**src/fspo_pkg.sv**
```systemverilog
package fspo_pkg;
    localparam logic [3:0]  REG_OPTION         = 4'h0;
    localparam logic [3:0]  REG_CONFIG         = 4'h1;
    localparam logic [3:0]  REG_PROTECT        = 4'h2;
    localparam logic [3:0]  REG_STATUS         = 4'h3;
    localparam int          OPT_BACKDOOR_BIT   = 7;
    localparam int          OPT_REDIR_DIS_BIT  = 6;
    localparam int          CFG_KEY_WRITE_BIT  = 5;
    localparam int          STAT_VIOL_BIT      = 5;
    localparam logic [7:0]  OPTION_MASK        = 8'hc3;
    localparam logic [7:0]  OPTION_RESET       = 8'h40;
    localparam logic [1:0]  SEC_UNSECURED      = 2'h2;
    localparam logic [5:0]  PROTECT_NONE       = 6'h3f;
    localparam logic [5:0]  PROTECT_FULL       = 6'h18;
    localparam logic [5:0]  PROTECT_RESET      = 6'h00;
    localparam logic [16:0] SECTOR_PAIR_BYTES  = 17'h00600;
    localparam logic [16:0] MEM_TOP            = 17'h10000;
    localparam logic [15:0] KEY_BASE_ADDR      = 16'hffb0;
    localparam logic [15:0] KEY_ADDR_MASK      = 16'hfff8;
    localparam logic [3:0]  KEY_BYTES          = 4'h8;

    typedef enum logic [0:0] {
        FSPO_LOAD,
        FSPO_RUN
    } fspo_phase_t;
endpackage

```
**src/fspo_top.sv**
```systemverilog
`timescale 1ns/100ps
`default_nettype none
module fspo_top (
    input  wire logic        i_clock,
    input  wire logic        i_reset,
    input  wire logic [3:0]  i_reg_addr,
    input  wire logic [7:0]  i_reg_wdata,
    input  wire logic        i_reg_write,
    input  wire logic        i_reg_read,
    output logic      [7:0]  o_reg_rdata,
    input  wire logic [7:0]  i_stored_option_byte,
    input  wire logic [7:0]  i_stored_protect_byte,
    input  wire logic [63:0] i_stored_backdoor_key,
    input  wire logic        i_cpu_write,
    input  wire logic [15:0] i_cpu_addr,
    input  wire logic [7:0]  i_cpu_wdata,
    input  wire logic        i_cpu_from_debug,
    output logic             o_cmd_start,
    output logic      [15:0] o_cmd_addr,
    output logic      [7:0]  o_cmd_data,
    input  wire logic        i_pe_request,
    input  wire logic [15:0] i_pe_addr,
    input  wire logic        i_pe_mass,
    output logic             o_pe_accept,
    output logic             o_pe_refuse,
    input  wire logic        i_blank_check_pass,
    input  wire logic        i_mem_read,
    input  wire logic        i_mem_read_untrusted,
    output logic             o_mem_read_grant,
    output logic             o_mem_read_deny,
    output logic             o_secured,
    output logic             o_vector_redirect_enable,
    output logic             o_protect_any,
    output logic      [16:0] o_protect_base
);
    import fspo_pkg::*;

    typedef struct packed {
        fspo_phase_t phase;
        logic [7:0]  option;
        logic        key_write_enable;
        logic [5:0]  protect_select;
        logic        violation;
        logic [63:0] key;
        logic [3:0]  key_count;
        logic        key_seq_err;
        logic [7:0]  rdata;
        logic        cmd_start;
        logic [15:0] cmd_addr;
        logic [7:0]  cmd_data;
        logic        pe_accept;
        logic        pe_refuse;
        logic        read_grant;
        logic        read_deny;
        logic        secured;
        logic        redirect_en;
        logic        protect_any;
        logic [16:0] protect_base;
    } fspo_state_t;

    localparam fspo_state_t STATE_RESET = '{
        phase:            FSPO_LOAD,
        option:           OPTION_RESET,
        key_write_enable: 1'b0,
        protect_select:   PROTECT_RESET,
        violation:        1'b0,
        key:              64'h0,
        key_count:        4'h0,
        key_seq_err:      1'b0,
        rdata:            8'h00,
        cmd_start:        1'b0,
        cmd_addr:         16'h0000,
        cmd_data:         8'h00,
        pe_accept:        1'b0,
        pe_refuse:        1'b0,
        read_grant:       1'b0,
        read_deny:        1'b0,
        secured:          1'b1,
        redirect_en:      1'b0,
        protect_any:      1'b1,
        protect_base:     17'h00000
    };

    fspo_state_t state_reg;
    fspo_state_t state_next;

    // Codes at or below the full threshold all guard the whole map
    function automatic logic [5:0] effective_select(input logic [5:0] sel);
        effective_select = (sel < PROTECT_FULL) ? PROTECT_FULL : sel;
    endfunction

    // None selected gives the top address itself, so nothing compares above it
    function automatic logic [16:0] protect_base_of(input logic [5:0] sel);
        logic [16:0] steps;
        logic [16:0] span;
        steps = {11'h000, PROTECT_NONE - effective_select(sel)};
        span  = steps * SECTOR_PAIR_BYTES;
        if (sel <= PROTECT_FULL) begin
            protect_base_of = 17'h00000;
        end else begin
            protect_base_of = MEM_TOP - span;
        end
    endfunction

    logic        key_range_hit;
    logic        key_match;
    logic        pe_blocked;
    logic [2:0]  key_index;

    always_comb begin
        state_next = state_reg;
        key_index  = i_cpu_addr[2:0];
        key_range_hit = (i_cpu_addr & KEY_ADDR_MASK) == KEY_BASE_ADDR;
        key_match = state_reg.option[OPT_BACKDOOR_BIT]
                    && (state_reg.key_count == KEY_BYTES)
                    && !state_reg.key_seq_err
                    && (state_reg.key == i_stored_backdoor_key);
        if (i_pe_mass) begin
            pe_blocked = state_reg.protect_select != PROTECT_NONE;
        end else begin
            pe_blocked = {1'b0, i_pe_addr} >= state_reg.protect_base;
        end
        state_next.rdata      = 8'h00;
        state_next.cmd_start  = 1'b0;
        state_next.pe_accept  = 1'b0;
        state_next.pe_refuse  = 1'b0;
        state_next.read_grant = 1'b0;
        state_next.read_deny  = 1'b0;
        unique case (state_reg.phase)
            FSPO_LOAD: begin
                // Copy lands on the first edge after release; the async reset may only load constants
                state_next.option         = i_stored_option_byte & OPTION_MASK;
                state_next.protect_select = i_stored_protect_byte[5:0];
                state_next.phase          = FSPO_RUN;
            end
            FSPO_RUN: begin
                if (i_reg_write) begin
                    unique case (i_reg_addr)
                        REG_CONFIG: begin
                            state_next.key_write_enable = i_reg_wdata[CFG_KEY_WRITE_BIT];
                            if (state_reg.key_write_enable && !i_reg_wdata[CFG_KEY_WRITE_BIT]) begin
                                if (key_match) begin
                                    state_next.option[1:0] = SEC_UNSECURED;
                                end
                                state_next.key_count   = 4'h0;
                                state_next.key_seq_err = 1'b0;
                            end
                            if (!state_reg.key_write_enable && i_reg_wdata[CFG_KEY_WRITE_BIT]) begin
                                state_next.key_count   = 4'h0;
                                state_next.key_seq_err = 1'b0;
                            end
                        end
                        REG_PROTECT: begin
                            if (effective_select(i_reg_wdata[5:0])
                                <= effective_select(state_reg.protect_select)) begin
                                state_next.protect_select = i_reg_wdata[5:0];
                            end
                        end
                        REG_STATUS: begin
                            if (i_reg_wdata[STAT_VIOL_BIT]) begin
                                state_next.violation = 1'b0;
                            end
                        end
                        default: begin
                        end
                    endcase
                end
                if (i_cpu_write && key_range_hit) begin
                    if (state_reg.key_write_enable) begin
                        // Debug-sourced writes are dropped so a probe cannot feed the key
                        if (!i_cpu_from_debug) begin
                            if ((state_reg.key_count < KEY_BYTES)
                                && ({1'b0, key_index} == state_reg.key_count)) begin
                                state_next.key[8*key_index +: 8] = i_cpu_wdata;
                                state_next.key_count = state_reg.key_count + 4'h1;
                            end else begin
                                state_next.key_seq_err = 1'b1;
                            end
                        end
                    end else begin
                        state_next.cmd_start = 1'b1;
                        state_next.cmd_addr  = i_cpu_addr;
                        state_next.cmd_data  = i_cpu_wdata;
                    end
                end
                if (i_pe_request) begin
                    if (pe_blocked) begin
                        state_next.pe_refuse = 1'b1;
                        state_next.violation = 1'b1;
                    end else begin
                        state_next.pe_accept = 1'b1;
                    end
                end
                if (i_blank_check_pass) begin
                    state_next.option[1:0] = SEC_UNSECURED;
                end
                if (i_mem_read) begin
                    if (state_reg.secured && i_mem_read_untrusted) begin
                        state_next.read_deny = 1'b1;
                    end else begin
                        state_next.read_grant = 1'b1;
                    end
                end
                if (i_reg_read) begin
                    unique case (i_reg_addr)
                        REG_OPTION: begin
                            state_next.rdata = state_reg.option & OPTION_MASK;
                        end
                        REG_CONFIG: begin
                            state_next.rdata = {2'h0, state_reg.key_write_enable, 5'h00};
                        end
                        REG_PROTECT: begin
                            state_next.rdata = {2'h0, state_reg.protect_select};
                        end
                        REG_STATUS: begin
                            state_next.rdata = {2'h0, state_reg.violation, 5'h00};
                        end
                        default: begin
                            state_next.rdata = 8'h00;
                        end
                    endcase
                end
            end
        endcase
        state_next.secured      = state_next.option[1:0] != SEC_UNSECURED;
        state_next.redirect_en  = !state_next.option[OPT_REDIR_DIS_BIT];
        state_next.protect_any  = state_next.protect_select != PROTECT_NONE;
        state_next.protect_base = protect_base_of(state_next.protect_select);
    end

    always_ff @(posedge i_clock or posedge i_reset) begin
        if (i_reset) begin
            state_reg <= STATE_RESET;
        end else begin
            state_reg <= state_next;
        end
    end

    assign o_reg_rdata              = state_reg.rdata;
    assign o_cmd_start              = state_reg.cmd_start;
    assign o_cmd_addr               = state_reg.cmd_addr;
    assign o_cmd_data               = state_reg.cmd_data;
    assign o_pe_accept              = state_reg.pe_accept;
    assign o_pe_refuse              = state_reg.pe_refuse;
    assign o_mem_read_grant         = state_reg.read_grant;
    assign o_mem_read_deny          = state_reg.read_deny;
    assign o_secured                = state_reg.secured;
    assign o_vector_redirect_enable = state_reg.redirect_en;
    assign o_protect_any            = state_reg.protect_any;
    assign o_protect_base           = state_reg.protect_base;
endmodule
`default_nettype wire

```
**config.mk**
```make
export PLATFORM = sky130hd
export DESIGN_NAME = fspo_top
export DESIGN_NICKNAME = d
export VERILOG_FILES = /design/src/fspo_pkg.sv /design/src/fspo_top.sv
export SDC_FILE = /design/constraint.sdc
export NUM_CORES = 1
export LEC_CHECK = 0
export BUFFER_PORTS_ARGS = -buffer_cell sky130_fd_sc_hd__buf_2
export CAP_MARGIN = 40
export CORE_UTILIZATION = 48
export DETAILED_ROUTE_END_ITERATION = 12
export PLACE_DENSITY = 0.86
export SETUP_SLACK_MARGIN = 0.4
export SYNTH_ARGS = -nofsm -noshare
export SYNTH_HDL_FRONTEND = slang
export SYNTH_SLANG_ARGS = --single-unit
```
**constraint.sdc**
```tcl
create_clock -name i_clock -period 3.8 [get_ports i_clock]
set_clock_uncertainty 0.15 [all_clocks]
set_input_delay 0 -clock i_clock [delete_from_list [all_inputs] [get_ports i_clock]]
set_output_delay 0 -clock i_clock [all_outputs]
set_load 0.02 [all_outputs]
```
# --- Yosys cells after proc, flatten, opt, wreduce, memory -nomap -nowiden ---
# Index checks and enable logic that the tools add are counted.
totals:
  ff_bits: 139
  input_bits: 143
  out_inout_bits: 57
  wordCells: 104
classes:
  addsub: 4
  multipliers: 1
  order_cmp: 7
  n_eq_ne: 10
  shift: 2
  mux: 40
  bitwise: 3
  reduce_logical: 16
ops:
  columns: ["cell", "n"]
  rows:
  - ["$bwmux W64", 1]
  - ["$eq A64 B64 Y1", 1]
  - ["$shift A8 B34 Y64 const A", 1]
  - ["$shiftx A8 B34 Y64", 1]
  - ["$mux W25", 2]
  - ["$mux W5", 8]
  - ["$mux W37", 1]
  - ["$neg A6 Y34", 1]
  - ["$pmux W8 S4", 1]
  - ["$mux W6", 5]
  - ["$lt A6 B5 Y1 const B", 3]
  - ["$ge A16 B17 Y1", 1]
  - ["$mux W17", 1]
  - ["$sub A17 B17 Y17 const A", 1]
  - ["$eq A13 B13 Y1 const B", 1]
  - ["$ne A6 B6 Y1 const B", 2]
  - ["$pmux W6 S2", 1]
  - ["$mux W1", 10]
  - ["$mux W10", 1]
  - ["$mux W2", 5]
  - ["$eq A4 B2 Y1 const B", 2]
  - ["$logic_and A1 B1 Y1", 8]
  - ["$mul A6 B2 Y8 const B", 1]
  - ["$mux W8", 1]
  - ["other kinds (17)", 23]

# --- Logic depth before layout (Yosys ltp) ---
# Gate-level depths: netlist of run 1.
logic_depth:
  word_depth: 15
  mapped_depth: 22
  ltp_nobuf: 22

# --- Least setup slack after synthesis of run 1 ---
# OpenSTA, ideal clock, no wires.
synth_timing:
  path_kind: "register -> register"
  startpoint: "reg state_reg[132] (netlist bit)"
  endpoint: "reg state_reg, in the netlist o_protect_base[16]"
  setup_ps: 99
  arrival_ps: 3807
  required_time_ps: 3551
  path_slack_ps: -256
  stages_incl_launch_ff: 23
  path_buffers: 0
  period_less_slack_ps: 4056
  cell_sequence: "dfrtp_1 > inv_1 > nand2_1 > and2_1 > ha_1 > nand4_1 > o22ai_1 > a21o_2 > nand3_1 > a31o_4 > inv_4 > a21o_2 > nand2_1 > ha_1 > fa_1 > a21oi_1 > nor2_1 > nor2_1 > xnor2_1 > nand2b_1 > inv_1 > a41oi_1 > a311oi_1"
synth_lines:
  columns: ["item", "line_no", "source"]
  rows:
  - ["from (decl)", "fspo_top.sv:84", "fspo_state_t state_reg;"]
  - ["from (signal assigned)", "fspo_top.sv:235", "state_reg <= state_next;"]

==> out/metrics.yaml, run 1 <==
global_routing:
  grt_max_degree: 87
  grt_first_pass_wirelength_mm: 29.0
  antenna_found_initial: 2
  grt_pass1_vias: 5831
  grt_overflow_total: 0
  grt_usage: 0.253
placed_design:
  portBuffers: 182
  place_hpwl_mm: 13.1
  postPlaceCellArea_mm2: 0.00807
  dp_cells: 1021
  gp_congestion: 0.923
critical_path:
  cp-start-kind: "flop"
  required_ns: 3.97
  crit_path_max_fanout: 4
  criticalPathCategory: "reg2reg"
  critical_path.endpoint_type: "flop"
  cp_data_arrival_time_ns: 4.21
  r2r_slack_ns: -0.24
timing:
  rsz0062_at_grt: "true"
  timing.final.crit_share: 1.06
  fmax_mhz: 248
  hold_ws_ns: 0.00724
  layout_min_cycle_time_ns: 4.04
  final-hold-violation-count: 0
  final_max_slew_viol_count: 0
  worst_pin_slew_ns: 0.793
  slew-limit-headroom: 0.470
  setup_viol: 4
  setup_slack_ns: -0.239
cts:
  cts.sinks: 130
  root_buffer: "clkbuf_16"
  cts-buffers-inserted: 17
  cts_tree: "yes"
  htree_levels: 4
  cts_max_path_buffers: 2
  clkTransAtPathRegs_ns: 0.06
  worstSkewPairLatency_ns: 0.42
finish:
  fill_cells: 1057
  fin_area_mm2: 0.00937
  multi_input_area_mm2: 0.00351
  syn2layout_area_growth_pct: 31.8
  largest_reg_flops: 82
  ff_latch_area_mm2: 0.00326
  final_nets: 1079
  final_cells: 1111
  drive_above_1_share: 0.387
route:
  drt_iter0_drc: 384
  wl_mm: 19.4
  drtAntennaViolNets: 0
  dr.pass1.iters: 9
  vias: 5943
  wl_per_cell_um: 17.5
  avgViaCountPerCell: 5.35
  drcViolationCount: 1
yosys:
  syn_avg_cell_area_um2: 10.3
  ys_ff_latch: 130
  syn-cell-area_mm2: 0.00711
  yosysSeqAreaShare: 0.458
  synth.distinct_cells: 71
  synth_cells: 693
  synth-edff-count: 0
  ys.flop_type: "dfrtp_1"
  ys_warn_count: 0
  ys_async_sr_fraction: 1.00
run_status:
  status: "finished, violations left"
  failed_checks: "design-rule violations, negative setup slack"
floorplan:
  coreArea_mm2: 0.0145
  die-area_mm2: 0.0153
  start_util: 0.491
  chipWidth_um: 124
  io_pins: 200
  fp.dieH_um: 124
  rows: 44
hold_path:
  hp-class: "in2reg"
pwr:
  p_leak_nw: 4.76
  vdd_drop_max_mv: 0.372
  power_density_mw_per_mm2: 422
flow_run:
  drv_cap: 0
[synth_stat cells, types with 13 or more instances]
cell | count | share of area
nand2_1 | 86 | 0.045
ha_1 | 23 | 0.040
xnor2_1 | 33 | 0.041
mux2_2 | 30 | 0.048
nor2_1 | 36 | 0.019
xor2_1 | 32 | 0.039
o21ai_0 | 37 | 0.026
inv_1 | 34 | 0.018
nor4_1 | 16 | 0.014
nand3_1 | 17 | 0.012
buf_4 | 50 | 0.053
nand4_1 | 13 | 0.011
nand2b_1 | 21 | 0.018
dfrtp_1 | 127 | 0.45
[worst max-delay path: stages (launching register included)]
cell and delay (ns):
dfrtp_1 0.40, inv_2 0.07, buf_4 0.11, buf_4 0.13, nor2_2 0.04, ha_1 0.33
o21a_1 0.18, o31ai_4 0.10, a21oi_2 0.24, o21ai_2 0.12, a31oi_4 0.20, a21o_4 0.20
nand2_4 0.09, ha_4 0.18, fa_2 0.35, a21oi_2 0.15, nor2_2 0.05, nor2_2 0.14
xnor2_1 0.09, nand2b_1 0.18, inv_1 0.07, a41oi_2 0.12, a311oi_2 0.24
[through the flow]
step	setup TNS, ns	setup WS (ns)	power (mW)	utilization
floorplan	0	0.0318	1.98	-
global placement	0	0.0258	2.17	0.556
detailed placement	-0.318	-0.147	2.20	0.558
CTS	-0.0915	-0.0616	3.90	0.637
global route	-1.20	-0.430	4.13	0.647
finish	-0.550	-0.239	3.96	0.647
[placed cells by master, fill, tap and decap left out, types with 17 or more instances in the layout]
cell,Yosys,routed
buf_2,5,182
buf_4,50,32
clkbuf_16,0,17
dfrtp_1,127,127
dlygate4sd3_1,0,44
ha_1,23,19
inv_1,34,32
mux2_2,30,30
nand2_1,86,78
nand2b_1,21,21
nor2_1,36,29
o21ai_0,37,34
xnor2_1,33,31
xor2_1,32,31
[worst paths after layout]
check / start / to / depth (start not counted)
max in group asynchronous: i_reset / state_reg[60] / 5
setup / recovery: state_reg[132] / o_protect_base[16] / 22
hold / removal: i_reg_wdata[1] / state_reg[128] / 4
hold reg to reg: o_cmd_addr[8] / o_cmd_addr[8] / 1
min in group asynchronous: i_reset / state_reg[134] / 4
setup reg to reg: state_reg[132] / o_protect_base[16] / 22
[cells by family (layout without fill, tap and decap cells)]
logic type	after synthesis	after routing	share of synthesized area
adder cells (fa/ha/maj)	24	24	0.0433
AO/OA/AOI/OAI	94	94	0.0918
flip-flops	130	130	0.458
multiplexers	41	41	0.0672
XOR/XNOR	66	66	0.0839
other	2	12	0.00106
AND/OR/NAND/NOR	231	231	0.166
buffers and inverters	105	329	0.0883
[report_power, final]
group	switching [mW]	internal, mW
combinational	0.467	0.406
sequential	0.0333	1.44
clock	0.641	0.976
[what timing repair did]
action	4_1_cts	5_1_grt
hold endpoints to repair	213	0
endpoints found under the setup margin	6	6
buffers inserted	7	5
resized for setup	17	21
hold buffers	44	0
gates cloned	0	0
pin swaps	10	29
[layer usage]
layer	track usage	vias up	part of all wire
met4	0.123	2	0.032
met1	0.320	2876	0.41
met5	0	-	0.00067
li1	-	2737	-
met3	0.0504	57	0.060
met2	0.415	271	0.50
[layout make-up]
| cell class | count | area share |
|---|---|---|
| sequential | 130 | 0.347 |
| clock buffer | 18 | 0.0458 |
| tap | 184 | 0.0246 |
| inverter | 36 | 0.0153 |
| multi-input combinational | 466 | 0.375 |
| timing repair buffer | 261 | 0.175 |
| clock inverter | 14 | 0.0164 |
| antenna | 2 | 0.000534 |
(Power assumes the default switching activity.)
==> inputs of run 2 (changes only) <==
BUFFER_PORTS_ARGS = not set   (was -buffer_cell sky130_fd_sc_hd__buf_2)
CORE_UTILIZATION = 55   (was 48)
DONT_BUFFER_PORTS = 1   (was not set)
PLACE_DENSITY = 0.82   (was 0.86)
==> out/metrics.yaml, run 2 (synthesis gave the netlist of run 1 again) <==
finish:
  mostFrequentLayoutCells: "dfrtp_1 (127), nand2_1 (81), dlygate4sd3_1 (54), o21ai_0 (34), buf_4 (33)"
  final_nets: 912  # -15%
  antenna-diode-count: 0  # -2
  largest_reg_flops: 82  # unchanged
  drive_above_1_share: 0.245  # -0.142
  fin_area_mm2: 0.00871  # -7.1%
  final_common_cell: "dfrtp_1"
  syn2layout_area_growth_pct: 22.4
cts:
  htree_levels: 4  # unchanged
  worstSkewPairLatency_ns: 0.41  # about the same
  cts.sinks: 130  # unchanged
  cts_max_path_buffers: 2  # unchanged
  clkTransAtPathRegs_ns: 0.06  # about the same
  cts_tree: "yes"
  root_buffer: "clkbuf_16"
  cts-buffers-inserted: 17  # unchanged
critical_path:
  cp-start-kind: "flop"
  required_ns: 3.96  # about the same
  r2r_slack_ns: -0.15  # +0.09 ns
  critical_path.endpoint_type: "flop"
  criticalPathCategory: "reg2reg"
  cp_data_arrival_time_ns: 4.11  # -0.10 ns
  crit_path_max_fanout: 4  # unchanged
hold_path:
  hp-class: "in2async"
global_routing:
  grt_first_pass_wirelength_mm: 28.4  # -2.3%
  grt_max_degree: 90  # +3.4%
  grt_pass1_vias: 5335  # -8.5%
  antenna_found_initial: 0  # -2
  grt_usage: 0.290  # +0.0365
  grt_overflow_total: 0  # unchanged
route:
  avgViaCountPerCell: 5.74  # +7.3%
  drcViolationCount: 0  # -1
  drtAntennaViolNets: 0  # unchanged
  wl_per_cell_um: 20.7  # +18%
  drt_iter0_drc: 368  # -4.2%
  wl_mm: 19.2  # -1.1%
  dr.pass1.iters: 4  # -5
  vias: 5325  # -10%
placed_design:
  postPlaceCellArea_mm2: 0.00718  # -11%
  gp_congestion: 0.951  # +3.1%
  place_hpwl_mm: 13.0  # -1.1%
  portBuffers: 0  # -100%
floorplan:
  io_pins: 200  # unchanged
  start_util: 0.564  # +0.0724
  coreArea_mm2: 0.0126  # -13%
  chipWidth_um: 116  # -6.5%
  die-area_mm2: 0.0134  # -13%
  rows: 41  # -6.8%
  fp.dieH_um: 116  # -6.5%
pwr:
  combPwrFrac: 0.203  # -0.018
  power_switching_mw: 1.10  # -4.1%
  switching_share: 0.275  # -0.0138
  intPower_mw: 2.89  # +2.7%
  power_density_mw_per_mm2: 458  # +8.5%
  p_leak_nw: 4.07  # -14%
  p_clk_frac: 0.414  # +0.006
  vdd_drop_max_mv: 0.337  # -9.4%
  pwr-share-seq: 0.383  # +0.012
timing:
  final-hold-violation-count: 0  # unchanged
  setup_tns_ns: -0.326  # +0.224 ns
  final_max_slew_viol_count: 0  # unchanged
  worst_pin_slew_ns: 0.609  # -0.185 ns
  timing.final.crit_share: 1.04  # -0.0238
  rsz0062_at_grt: "true"
  setup_slack_ns: -0.149  # +0.0904 ns
  setup_viol: 4  # unchanged
  fmax_mhz: 253  # +2.3%
  slew-limit-headroom: 0.593  # +0.123
  layout_min_cycle_time_ns: 3.95  # -0.0904 ns
flow_run:
  drv_cap: 0  # unchanged
run_status:
  status: "finished, violations left"
  failed_checks: "negative setup slack"
## run 2: power by group through the flow
stage	clock (mW)	combinational [mW]	sequential, mW
5_1_grt	1.74	0.871	1.53
6_report	1.65	0.810	1.53
3_3_place_gp	0	0.524	1.54
4_1_cts	1.67	0.727	1.52
3_5_place_dp	0	0.549	1.55
2_1_floorplan	0	0.491	1.49
## run 2: what timing repair did
item,in CTS,in global routing
setup buffers,9,4
setup endpoints to repair,6,6
hold endpoints to repair,239,0
pin swaps,35,25
gates resized for setup,32,24
hold buffers,54,0
gates cloned,0,0
## run 2: area by class of cell
class,instances,area [um^2]
Fill cell,880,3910
Multi-Input combinational cell,466,3610
Sequential cell,130,3260
Timing Repair Buffer,94,888
Clock buffer,22,464
Tap cell,172,215
Inverter,36,144
Clock inverter,8,130
## run 2: worst max-delay path, cell delays in order (launching register included)
cell and delay [ns]:
dfrtp_1 0.39, nand2_2 0.09, nand2_2 0.07, and2_4 0.17, ha_4 0.25, nand4_1 0.15
o22ai_2 0.25, a21o_4 0.17, nand3_2 0.07, a31o_4 0.25, inv_6 0.06, a21o_4 0.14
nand2_4 0.09, ha_4 0.18, fa_2 0.37, a21oi_2 0.15, nor2_2 0.05, nor2_2 0.14
xnor2_1 0.10, nand2b_4 0.15, inv_2 0.05, a41oi_2 0.10, a311oi_1 0.23
## run 2: path summary, 6_finish.rpt
check | to | startpoint | cells after the start
max | o_protect_base[16] | state_reg[131] | 22
min | state_reg[135] | i_reset | 3
max reg2reg | o_protect_base[16] | state_reg[131] | 22
min reg2reg | state_reg[88] | state_reg[88] | 2
max in group asynchronous | state_reg[126] | i_reset | 3
min in group i_clock | state_reg[59] | i_cpu_addr[7] | 5
## run 2: stage by stage
step | hold slack [ns] | worst slack [ns] | std cells | total power [mW] | util
2_1_floorplan | -0.0662 | 0.0318 | 701 | 1.98 | -
3_3_place_gp | -0.0782 | 0.0441 | 829 | 2.07 | 0.567
3_5_place_dp | -0.354 | -0.108 | 831 | 2.10 | 0.569
4_1_cts | 0.0123 | -0.0606 | 924 | 3.92 | 0.678
5_1_grt | 0.0436 | -0.330 | 928 | 4.14 | 0.690
6_report | 0.0212 | -0.149 | 928 | 3.99 | 0.690
## run 2: per-layer routing
metal / track usage / vias to the layer above / wire, um
met1: 0.352 / 2615 / 7480
li1: - / 2404 / -
met2: 0.484 / 271 / 9640
met5: 0 / - / 0
met3: 0.0915 / 35 / 1650
met4: 0.110 / 0 / 408
